**src/vas_map.vh**
```
`ifndef VAS_MAP_VH
`define VAS_MAP_VH
// ----------------------------------------------------------------------
// Register word indices (byte address is four times the index).
// ----------------------------------------------------------------------
`define VAS_IDX_RANGE_EN 8'hB9
`define VAS_IDX_REGION_MASK 8'hBA
`define VAS_IDX_WRITE_CTL 8'hC0
`define VAS_IDX_READ_CTL 8'hC1
`define VAS_IDX_MEM_BASE 8'hC2
`define VAS_IDX_LATCH 8'hC3
`define VAS_IDX_IRQ_STATUS 8'hC4
`define VAS_IDX_IRQ_MASK 8'hC5
`define VAS_IDX_IO_TRAP_EN 8'hC6
// ----------------------------------------------------------------------
// Reset values.
// ----------------------------------------------------------------------
`define VAS_RST_RANGE_EN 8'h00
`define VAS_RST_WORD 32'h0000_0000
`define VAS_RST_IO_EN 3'h0
`define VAS_RST_IRQ 3'h0
// ----------------------------------------------------------------------
// Write control fields.
// ----------------------------------------------------------------------
`define VAS_WC_BITMASK 7:0
`define VAS_WC_SR 11:8
`define VAS_WC_SRE 15:12
`define VAS_WC_ROT 18:16
`define VAS_WC_W2 19
`define VAS_WC_W3 20
`define VAS_WC_ALU 22:21
`define VAS_WC_MAPMASK 27:24
`define VAS_WC_USED 32'h0FFF_FFFF
// ----------------------------------------------------------------------
// Read control fields.
// ----------------------------------------------------------------------
`define VAS_RC_CC 3:0
`define VAS_RC_CARE 7:4
`define VAS_RC_MAPSEL 9:8
`define VAS_RC_MODE1 10
`define VAS_RC_ODDEVEN 11
`define VAS_RC_CHAIN4 12
`define VAS_RC_USED 32'h0000_1FFF
// ----------------------------------------------------------------------
// Raster operations, host sizes, window and trap ranges.
// ----------------------------------------------------------------------
`define VAS_ALU_COPY 2'h0
`define VAS_ALU_AND 2'h1
`define VAS_ALU_OR 2'h2
`define VAS_ALU_XOR 2'h3
`define VAS_SIZE_BYTE 2'h0
`define VAS_SIZE_WORD 2'h1
`define VAS_SIZE_DWORD 2'h2
`define VAS_WIN_BASE 20'hA_0000
`define VAS_RANGE_A 4'hA
`define VAS_RANGE_B 4'hB
`define VAS_IO_MONO 12'h03B
`define VAS_IO_ATTR 12'h03C
`define VAS_IO_COLOR 12'h03D
`define VAS_IRQ_MEM 0
`define VAS_IRQ_IO 1
`define VAS_IRQ_HOST 2
`endif

```
**src/vas_top.v**
```verilog
// Decided for this implementation: register access over Avalon-MM.
`timescale 1ns/10ps
`include "vas_map.vh"

// What this block does
// - Host 16/32-bit writes to the window become successive single-byte writes.
// - Host 16/32-bit reads are assembled from successive single-byte reads.
// - Sequencer itself generates address bits 1:0 for each byte step.
// - Byte write path raises no trap; undisplayed writes stay silent.
// - Writes to enabled, displayed areas raise the management interrupt.
// - Byte write: rotate, write mode, ALU, bit mask, plane enables to 32 bits.
// - Byte read: plane select or colour compare to one byte; never traps.
// - Window A0000h-AFFFFh relocated via base, odd/even and chain-four modes.
// - Display memory is 64K words of 32 bits, one byte per plane.
// - Base is 256 KB aligned and concatenated, no adder.
// - Range enable bits 0..2 cover A0000h, B0000h and B8000h ranges.
// - Range enable register resets to zero, trapping off.
// - Region mask bit n enables the 2 KB slice at A0000h plus n*2 KB.
// - With no range enabled the region mask is ignored, no memory trap.
// - I/O 3B0h, 3C0h, 3D0h ranges trap, each with its own enable.
// - Processor trap fires at decode time, one cycle after the access.
module vas_top #(
	parameter MEM_AW = 32
) (
	input wire ref_clk_i, // Core clock, 50 MHz.
	input wire rst_i, // Synchronous reset, active high.
	input wire [7:0] avs_address_i, // Register word index.
	input wire avs_read_i, // Register read request.
	input wire avs_write_i, // Register write request.
	input wire [31:0] avs_writedata_i, // Register write data.
	input wire [3:0] avs_byteenable_i, // Register byte lanes.
	output reg [31:0] avs_readdata_o, // Register read data.
	output reg avs_waitrequest_o, // Low for the accepting cycle.
	input wire host_req_i, // Host window access, held until done.
	input wire host_we_i, // Host access is a write.
	input wire [19:0] host_addr_i, // Host byte address in the window.
	input wire [1:0] host_size_i, // 0 byte, 1 word, 2 dword.
	input wire [31:0] host_wdata_i, // Host write data, lane aligned.
	output reg host_done_o, // One-cycle completion pulse.
	output reg [31:0] host_rdata_o, // Assembled read data.
	output reg mem_req_o, // Memory request, held until ack.
	output reg mem_we_o, // Memory request is a write.
	output reg [MEM_AW-1:0] mem_addr_o, // Memory byte address of the word.
	output reg [31:0] mem_wdata_o, // Four-plane write word.
	output reg [3:0] mem_plane_en_o, // Plane write enables.
	input wire mem_ack_i, // Memory completion pulse.
	input wire [31:0] mem_rdata_i, // Memory read word, valid with ack.
	input wire cpu_acc_valid_i, // Processor access at decode stage.
	input wire cpu_acc_we_i, // Processor access is a write.
	input wire cpu_acc_io_i, // Processor access is I/O.
	input wire [19:0] cpu_acc_addr_i, // Physical or I/O address.
	output reg system_management_interrupt_o, // One-cycle trap pulse.
	output reg irq_o // Level interrupt from status and mask.
);
	// ------------------------------------------------------------------
	// Sequencer states.
	// ------------------------------------------------------------------
	localparam S_IDLE = 2'd0;
	localparam S_ISSUE = 2'd1;
	localparam S_WAIT = 2'd2;
	localparam S_DONE = 2'd3;
	reg [7:0] trap_range_enable;
	reg [31:0] trap_region_mask;
	reg [31:0] write_ctl;
	reg [31:0] read_ctl;
	reg [MEM_AW-19:0] mem_base;
	reg [31:0] latch;
	reg [2:0] irq_status;
	reg [2:0] irq_mask;
	reg [2:0] bus_io_trap_enables;
	reg [1:0] state;
	reg [1:0] lane;
	reg [1:0] left;
	reg [31:0] acc_rdata;
	reg [19:0] byte_addr;
	reg [3:0] plane_sel;
	reg [15:0] word_idx;
	reg [1:0] read_plane;
	reg [7:0] rd_byte;
	reg [31:0] wr_word;
	reg [2:0] irq_set;
	reg [31:0] next_readdata;
	reg trap_hit;
	wire reg_wr;
	wire [7:0] host_byte;
	// ------------------------------------------------------------------
	// Helper functions.
	// ------------------------------------------------------------------
	// Merges write data into a register under Avalon byte enables.
	function [31:0] be_merge;
		input [31:0] old;
		input [31:0] wd;
		input [3:0] be;
		integer i;
		begin
			be_merge = old;
			for (i = 0; i < 4; i = i + 1) begin
				if (be[i]) begin
					be_merge[i*8 +: 8] = wd[i*8 +: 8];
				end
			end
		end
	endfunction

	// Decides whether a processor access must be trapped.
	function trap_check;
		input we;
		input io;
		input [19:0] a;
		input [7:0] ren;
		input [31:0] rmask;
		input [2:0] ioen;
		begin
			trap_check = 1'b0;
			if (io) begin
				if (a[19:4] == {4'h0, `VAS_IO_MONO}) begin
					trap_check = ioen[0];
				end else if (a[19:4] == {4'h0, `VAS_IO_ATTR}) begin
					trap_check = ioen[1];
				end else if (a[19:4] == {4'h0, `VAS_IO_COLOR}) begin
					trap_check = ioen[2];
				end
			end else if (we) begin
				// Range enable gates everything, so a zero enable set
				// leaves the region mask without effect.
				if (a[19:16] == `VAS_RANGE_A) begin
					trap_check = ren[0] & rmask[a[15:11]];
				end else if (a[19:16] == `VAS_RANGE_B) begin
					trap_check = a[15] ? ren[2] : ren[1];
				end
			end
		end
	endfunction

	// Rotates a byte right by 0 to 7 places.
	function [7:0] rot_right;
		input [7:0] d;
		input [2:0] n;
		reg [15:0] t;
		begin
			t = {d, d} >> n;
			rot_right = t[7:0];
		end
	endfunction
	// ------------------------------------------------------------------
	// Address generation.
	// ------------------------------------------------------------------
	assign host_byte = host_wdata_i[lane*8 +: 8];

	// Maps the current byte step onto a word index and planes.
	always @* begin
		byte_addr = {host_addr_i[19:2], lane} - `VAS_WIN_BASE;
		if (read_ctl[`VAS_RC_CHAIN4]) begin
			word_idx = {2'b00, byte_addr[15:2]};
			plane_sel = 4'b0001 << byte_addr[1:0];
			read_plane = byte_addr[1:0];
		end else if (read_ctl[`VAS_RC_ODDEVEN]) begin
			word_idx = {1'b0, byte_addr[15:1]};
			plane_sel = byte_addr[0] ? 4'b1010 : 4'b0101;
			read_plane = {read_ctl[9], byte_addr[0]};
		end else begin
			word_idx = byte_addr[15:0];
			plane_sel = 4'b1111;
			read_plane = read_ctl[`VAS_RC_MAPSEL];
		end
	end
	// ------------------------------------------------------------------
	// Byte write path.
	// ------------------------------------------------------------------
	// Builds the 32-bit plane word for one host byte; never traps.
	always @* begin : wr_path
		reg [7:0] rot;
		reg [7:0] mask;
		reg [31:0] src;
		reg [31:0] alu;
		integer b;
		b = 0;
		rot = rot_right(host_byte, write_ctl[`VAS_WC_ROT]);
		mask = write_ctl[`VAS_WC_BITMASK];
		src = 32'h0000_0000;
		alu = 32'h0000_0000;
		wr_word = 32'h0000_0000;
		if (write_ctl[`VAS_WC_W3]) begin
			mask = mask & rot;
		end
		for (b = 0; b < 4; b = b + 1) begin
			if (write_ctl[`VAS_WC_W2]) begin
				src[b*8 +: 8] = {8{host_byte[b]}};
			end else if (write_ctl[`VAS_WC_W3] | write_ctl[12 + b]) begin
				src[b*8 +: 8] = {8{write_ctl[8 + b]}};
			end else begin
				src[b*8 +: 8] = rot;
			end
		end
		case (write_ctl[`VAS_WC_ALU])
			`VAS_ALU_AND: alu = src & latch;
			`VAS_ALU_OR: alu = src | latch;
			`VAS_ALU_XOR: alu = src ^ latch;
			default: alu = src;
		endcase
		// A zero mask bit keeps the latched bit in every plane.
		for (b = 0; b < 4; b = b + 1) begin
			wr_word[b*8 +: 8] = (alu[b*8 +: 8] & mask) |
				(latch[b*8 +: 8] & ~mask);
		end
	end
	// ------------------------------------------------------------------
	// Byte read path.
	// ------------------------------------------------------------------
	// Reduces a memory word to one byte by plane select or compare.
	always @* begin : rd_path
		integer n;
		n = 0;
		rd_byte = mem_rdata_i[read_plane*8 +: 8];
		if (read_ctl[`VAS_RC_MODE1]) begin
			for (n = 0; n < 8; n = n + 1) begin
				rd_byte[n] = ~|(({mem_rdata_i[24 + n], mem_rdata_i[16 + n],
					mem_rdata_i[8 + n], mem_rdata_i[n]} ^
					read_ctl[`VAS_RC_CC]) & read_ctl[`VAS_RC_CARE]);
			end
		end
	end
	// ------------------------------------------------------------------
	// Access sequencer.
	// ------------------------------------------------------------------
	// Steps through byte lanes, one memory operation per byte.
	always @(posedge ref_clk_i) begin
		if (rst_i) begin
			state <= S_IDLE;
			lane <= 2'b00;
			left <= 2'b00;
			acc_rdata <= `VAS_RST_WORD;
			host_done_o <= 1'b0;
			host_rdata_o <= `VAS_RST_WORD;
			mem_req_o <= 1'b0;
			mem_we_o <= 1'b0;
			mem_addr_o <= {MEM_AW{1'b0}};
			mem_wdata_o <= `VAS_RST_WORD;
			mem_plane_en_o <= 4'h0;
			latch <= `VAS_RST_WORD;
		end else begin
			host_done_o <= 1'b0;
			case (state)
				S_IDLE: begin
					if (host_req_i && !host_done_o) begin
						lane <= host_addr_i[1:0];
						acc_rdata <= `VAS_RST_WORD;
						case (host_size_i)
							`VAS_SIZE_WORD: left <= 2'd1;
							`VAS_SIZE_DWORD: left <= 2'd3;
							default: left <= 2'd0;
						endcase
						state <= S_ISSUE;
					end
				end
				S_ISSUE: begin
					mem_req_o <= 1'b1;
					mem_we_o <= host_we_i;
					mem_addr_o <= {mem_base, word_idx, 2'b00};
					mem_wdata_o <= wr_word;
					mem_plane_en_o <= host_we_i ?
						(plane_sel & write_ctl[`VAS_WC_MAPMASK]) : 4'h0;
					state <= S_WAIT;
				end
				S_WAIT: begin
					if (mem_ack_i) begin
						mem_req_o <= 1'b0;
						if (!mem_we_o) begin
							latch <= mem_rdata_i;
							acc_rdata[lane*8 +: 8] <= rd_byte;
						end
						if (left == 2'd0) begin
							state <= S_DONE;
						end else begin
							left <= left - 2'd1;
							lane <= lane + 2'd1;
							state <= S_ISSUE;
						end
					end
				end
				S_DONE: begin
					host_done_o <= 1'b1;
					host_rdata_o <= acc_rdata;
					state <= S_IDLE;
				end
				default: state <= S_IDLE;
			endcase
			if (reg_wr && avs_address_i == `VAS_IDX_LATCH) begin
				latch <= be_merge(latch, avs_writedata_i, avs_byteenable_i);
			end
		end
	end
	// ------------------------------------------------------------------
	// Processor-side trap.
	// ------------------------------------------------------------------
	// Evaluates the access as it is decoded and pulses next cycle.
	always @* begin
		trap_hit = cpu_acc_valid_i & trap_check(cpu_acc_we_i, cpu_acc_io_i,
			cpu_acc_addr_i, trap_range_enable, trap_region_mask,
			bus_io_trap_enables);
	end
	always @(posedge ref_clk_i) begin
		if (rst_i) begin
			system_management_interrupt_o <= 1'b0;
		end else begin
			system_management_interrupt_o <= trap_hit;
		end
	end
	// ------------------------------------------------------------------
	// Register bus slave.
	// ------------------------------------------------------------------
	assign reg_wr = avs_write_i & ~avs_waitrequest_o;
	// Selects read data; unmapped indices read as zero.
	always @* begin
		case (avs_address_i)
			`VAS_IDX_RANGE_EN: next_readdata = {24'h00_0000, trap_range_enable};
			`VAS_IDX_REGION_MASK: next_readdata = trap_region_mask;
			`VAS_IDX_WRITE_CTL: next_readdata = write_ctl;
			`VAS_IDX_READ_CTL: next_readdata = read_ctl;
			`VAS_IDX_MEM_BASE: next_readdata = {mem_base, 18'h0_0000};
			`VAS_IDX_LATCH: next_readdata = latch;
			`VAS_IDX_IRQ_STATUS: next_readdata = {29'h0, irq_status};
			`VAS_IDX_IRQ_MASK: next_readdata = {29'h0, irq_mask};
			`VAS_IDX_IO_TRAP_EN: next_readdata = {29'h0, bus_io_trap_enables};
			default: next_readdata = `VAS_RST_WORD;
		endcase
	end

	// Takes a request in two cycles: wait drops, then it is accepted.
	always @(posedge ref_clk_i) begin
		if (rst_i) begin
			avs_waitrequest_o <= 1'b1;
			avs_readdata_o <= `VAS_RST_WORD;
			trap_range_enable <= `VAS_RST_RANGE_EN;
			trap_region_mask <= `VAS_RST_WORD;
			write_ctl <= `VAS_RST_WORD;
			read_ctl <= `VAS_RST_WORD;
			mem_base <= {(MEM_AW-18){1'b0}};
			irq_mask <= `VAS_RST_IRQ;
			bus_io_trap_enables <= `VAS_RST_IO_EN;
		end else begin
			if ((avs_read_i | avs_write_i) & avs_waitrequest_o) begin
				avs_waitrequest_o <= 1'b0;
				avs_readdata_o <= next_readdata;
			end else begin
				avs_waitrequest_o <= 1'b1;
			end
			if (reg_wr) begin
				case (avs_address_i)
					`VAS_IDX_RANGE_EN: begin
						if (avs_byteenable_i[0]) begin
							trap_range_enable <= {5'h00,
								avs_writedata_i[2:0]};
						end
					end
					`VAS_IDX_REGION_MASK: trap_region_mask <= be_merge(
						trap_region_mask, avs_writedata_i,
						avs_byteenable_i);
					`VAS_IDX_WRITE_CTL: write_ctl <= be_merge(write_ctl,
						avs_writedata_i, avs_byteenable_i) & `VAS_WC_USED;
					`VAS_IDX_READ_CTL: read_ctl <= be_merge(read_ctl,
						avs_writedata_i, avs_byteenable_i) & `VAS_RC_USED;
					`VAS_IDX_MEM_BASE: mem_base <= avs_writedata_i[MEM_AW-1:18];
					`VAS_IDX_IRQ_MASK: irq_mask <= avs_writedata_i[2:0];
					`VAS_IDX_IO_TRAP_EN:
						bus_io_trap_enables <= avs_writedata_i[2:0];
					default: ;
				endcase
			end
		end
	end

	// ------------------------------------------------------------------
	// Interrupt status.
	// ------------------------------------------------------------------
	// Sticky status with write-one-to-clear; a new event beats the clear.
	always @* begin
		irq_set = 3'h0;
		irq_set[`VAS_IRQ_MEM] = trap_hit & ~cpu_acc_io_i;
		irq_set[`VAS_IRQ_IO] = trap_hit & cpu_acc_io_i;
		irq_set[`VAS_IRQ_HOST] = (state == S_DONE);
	end

	always @(posedge ref_clk_i) begin
		if (rst_i) begin
			irq_status <= `VAS_RST_IRQ;
			irq_o <= 1'b0;
		end else begin
			if (reg_wr && avs_address_i == `VAS_IDX_IRQ_STATUS) begin
				irq_status <= (irq_status & ~avs_writedata_i[2:0]) | irq_set;
			end else begin
				irq_status <= irq_status | irq_set;
			end
			irq_o <= |(irq_status & irq_mask);
		end
	end

endmodule // vas_top

```
**config.mk**
```make
export PLATFORM = sky130hd
export DESIGN_NAME = vas_top
export DESIGN_NICKNAME = d
export VERILOG_FILES = /design/src/vas_top.v
export VERILOG_INCLUDE_DIRS = /design/src
export SDC_FILE = /design/constraint.sdc
export NUM_CORES = 1
export LEC_CHECK = 0
export ABC_AREA = 1
export BUFFER_PORTS_ARGS = -buffer_cell sky130_fd_sc_hd__buf_2
export CAP_MARGIN = 15
export CORE_MARGIN = 3
export CORE_UTILIZATION = 30
export DETAILED_ROUTE_END_ITERATION = 8
export PLACE_DENSITY_LB_ADDON = 0.2
export SYNTH_ARGS = -nofsm -noshare
export SYNTH_HDL_FRONTEND = slang
export SYNTH_SLANG_ARGS = --single-unit
```
**constraint.sdc**
```tcl
create_clock -name ref_clk_i -period 3.1 [get_ports ref_clk_i]
set_clock_uncertainty 0.15 [all_clocks]
set_input_delay 0 -clock ref_clk_i [delete_from_list [all_inputs] [get_ports ref_clk_i]]
set_output_delay 0 -clock ref_clk_i [all_outputs]
set_load 0.05 [all_outputs]
```
==> results.cfg <==
[routing]
via_per_inst = 5.31
antenna_left = 0
route.vias.total = 19300
drt-pass1-iter-count = 6
wirelength_um = 77100
drc = 0
drt_iter0_markers = 2123
wl_per_cell_um = 21.2

[cts]
cts-root-buf = clkbuf_16
clock-sinks = 305
clk_latency_ns = 0.58
cts_tree = done
cts.path.max_buffers = 3
cts.clk_slew.worst_paths_ns = 0.06
numCtsBuffers = 39
h-tree-depth = 2

[power]
max-vdd-ir-drop_mv = 0.335
internal_power_mw = 7.44
p_leak_nw = 9.70
combinationalPowerShare = 0.200
cellPowerDensity_nw_per_um2 = 500
clockPowerShare = 0.421
netSwitchingFraction = 0.321
seqPwrFrac = 0.379
p_sw_mw = 3.52

[cells_and_area]
nNetsFinal = 3105
mostFrequentLayoutCell = nand2_1
num-fill-cells = 5911
area_growth_pct = 31.4
seq_area_um2 = 6110
drive_above_1_share = 0.160
finalInstanceArea_um2 = 21900
instances_no_fill = 3637
mostFrequentLayoutCells = nand2_1, dfxtp_1, a21oi_1, o21ai_0, buf_2
multiInputGateArea_um2 = 9240

[placement]
post_dp_cell_area_um2 = 19000
dp.cells = 3412
io_buffers = 287
hpwl_um = 56300
place.gp.congestion = 0.945

[worst_hold_path]
hold_path.class = in -> reg

[global_route]
grtUsageTotal = 0.253
grt_pass1_wl_um = 115000
grt_max_degree = 74
first_global_vias = 18300
grt_overflow_total = 0
antenna_found_initial = 2

[sta]
finalMaxSlewViolations = 0
relSlewSlack = 0.345
period_share = 0.956
hold_viol_final = 0
worst_pin_slew_ns = 0.983
grt_setup_unrepaired = yes
setup_viol = 0
fin_crit_ns = 2.96
max_freq_ghz = 0.338
whs_ns = 0.107

[synthesis]
synthSimpleGateAreaFrac = 0.244
ys_async_sr_fraction = 0
synth_area_um2 = 16700
synth_area_leader_cell = dfxtp_1
ys_seq_area_frac = 0.366
synth-compound-area-share = 0.248
netlist.area_leader.share = 0.366
avgSynthCellArea_um2 = 6.76
synth_ff_type = dfxtp_1
yosys-top-cells-area = dfxtp_1, nand2_1, a21oi_1
synth_edf_count = 0
synth_xor_area_frac = 0.00315
synth_top_family_by_area = compound AO/OA/AOI/OAI gates
ys_ff_latch = 305
ys_warn_count = 0
synthesis.instances = 2468
synth.distinct_cells = 40
synth_adder_area_share = 0.0548
synthMuxAreaShare = 0

[setup_path]
timing.critical_path.fanout_max = 8
critPathLaunchType = register
endpoint_kind = register
arrival_ns = 3.27
crit_slowest_cell = dlygate4sd3_1
critical_path.top_delay_family = buffers and inverters
cp.required_ns = 3.41
max_stage_delay_ns = 0.59
crit_type = reg -> reg
r2r_slack_ns = 0.14
crit_chain = nor2_4 > inv_1 > nor2_1 > nand2_1 > buf_4 > o21ai_0 > dlygate4sd3_1 > nor2_1 > dlygate4sd3_1
critical_path_buf_inv_count = 4

[floorplan]
die_h_um = 242
io_pins = 298
die_w_um = 242
rows = 85
core_area_um2 = 54500
start_util = 0.306
die_area_um2 = 58500

[status]
status = completed

[run]
drv_cap = 0
==> sequential cells by signal, summed over array words and instances (netlist names), 3 cells and up <==
| register | flops |
|---|---|
| mem_base | 14 |
| acc_rdata | 32 |
| irq_mask | 3 |
| mem_plane_en_o | 4 |
| mem_addr_o | 30 |
| trap_check.rmask | 32 |
| read_ctl | 13 |
| trap_check.ren | 3 |
| irq_status | 3 |
| host_rdata_o | 32 |
| latch | 32 |
| bus_io_trap_enables | 3 |
| mem_wdata_o | 32 |
| avs_readdata_o | 32 |
| write_ctl | 28 |
==> repair_timing <==
action	4_1_cts	5_1_grt
hold endpoints to repair	229	0
hold buffers	153	0
gates resized for setup	0	10
buffers inserted	0	4
setup endpoints to repair	0	45
==> final timing paths <==
| kind | start | endpoint | depth (start not counted) |
|---|---|---|---|
| setup reg to reg | avs_waitrequest_o | write_ctl[15] | 9 |
| setup / recovery | avs_waitrequest_o | write_ctl[15] | 9 |
| hold reg to reg | write_ctl[23] | write_ctl[23] | 2 |
| hold / removal | host_wdata_i[19] | mem_wdata_o[30] | 8 |
==> metrics by stage <==
stage	setup slack, ns	util	total power, mW	TNS (ns)
global placement	0.173	0.349	6.22	0
global route	-0.0167	0.403	11.4	-0.0167
detailed placement	0.117	0.349	6.25	0
floorplan	0.442	-	5.53	0
CTS	0.0202	0.401	11.0	0
finish	0.137	0.403	11.0	0
==> final cells by class <==
class,instances,area share
inverter,211,0.0365
antenna,1,0.000114
clock inverter,11,0.00674
multi-input combinational,1802,0.421
clock buffer,55,0.0514
timing repair buffer,513,0.163
sequential,305,0.279
tap,739,0.0422
==> cell families after synthesis <==
| logic type | Yosys count |
|---|---|
| other | 1 |
| adder cells (fa/ha/maj) | 73 |
| AO/OA/AOI/OAI | 744 |
| XOR/XNOR | 6 |
| buffers and inverters | 362 |
| flip-flops | 305 |
| AND/OR/NAND/NOR | 977 |
==> power by group through the flow <==
stage | combinational, mW | sequential [mW] | clock (mW)
final | 2.19 | 4.16 | 4.61
after detailed placement | 2.00 | 4.24 | 0
after floorplan | 1.01 | 4.52 | 0
after global routing | 2.41 | 4.17 | 4.83
after global placement | 1.98 | 4.24 | 0
after CTS | 2.15 | 4.16 | 4.69
==> layer usage <==
metal / GRT usage / part of all wire
met1: 0.344 / 0.44
met2: 0.408 / 0.45
met4: 0.0976 / 0.042
met5: 0 / 0
met3: 0.0327 / 0.068
==> worst min-delay path, delay by kind of cell <==
| kind | cells | cell delay [ns] |
|---|---|---|
| AOI/OAI and AO/OA | 1 | 0.11 |
| and+or+nand+nor | 5 | 0.38 |
| buffers and inverters | 2 | 0.29 |
==> synthesized netlist by cell type (10+ instances only) <==
cell / n
buf_1: 12
nand2_1: 503
dfxtp_1: 305
a221oi_1: 54
clkinv_1: 10
inv_1: 189
nand4_1: 15
o22ai_1: 17
nor2_1: 219
o21ai_1: 17
a211oi_1: 11
a21oi_1: 296
inv_2: 11
a31oi_1: 29
o21ai_0: 287
clkbuf_1: 125
ha_1: 73
nand3_1: 197
nor3_1: 29
No activity file was read; power rests on OpenSTA's default activity.
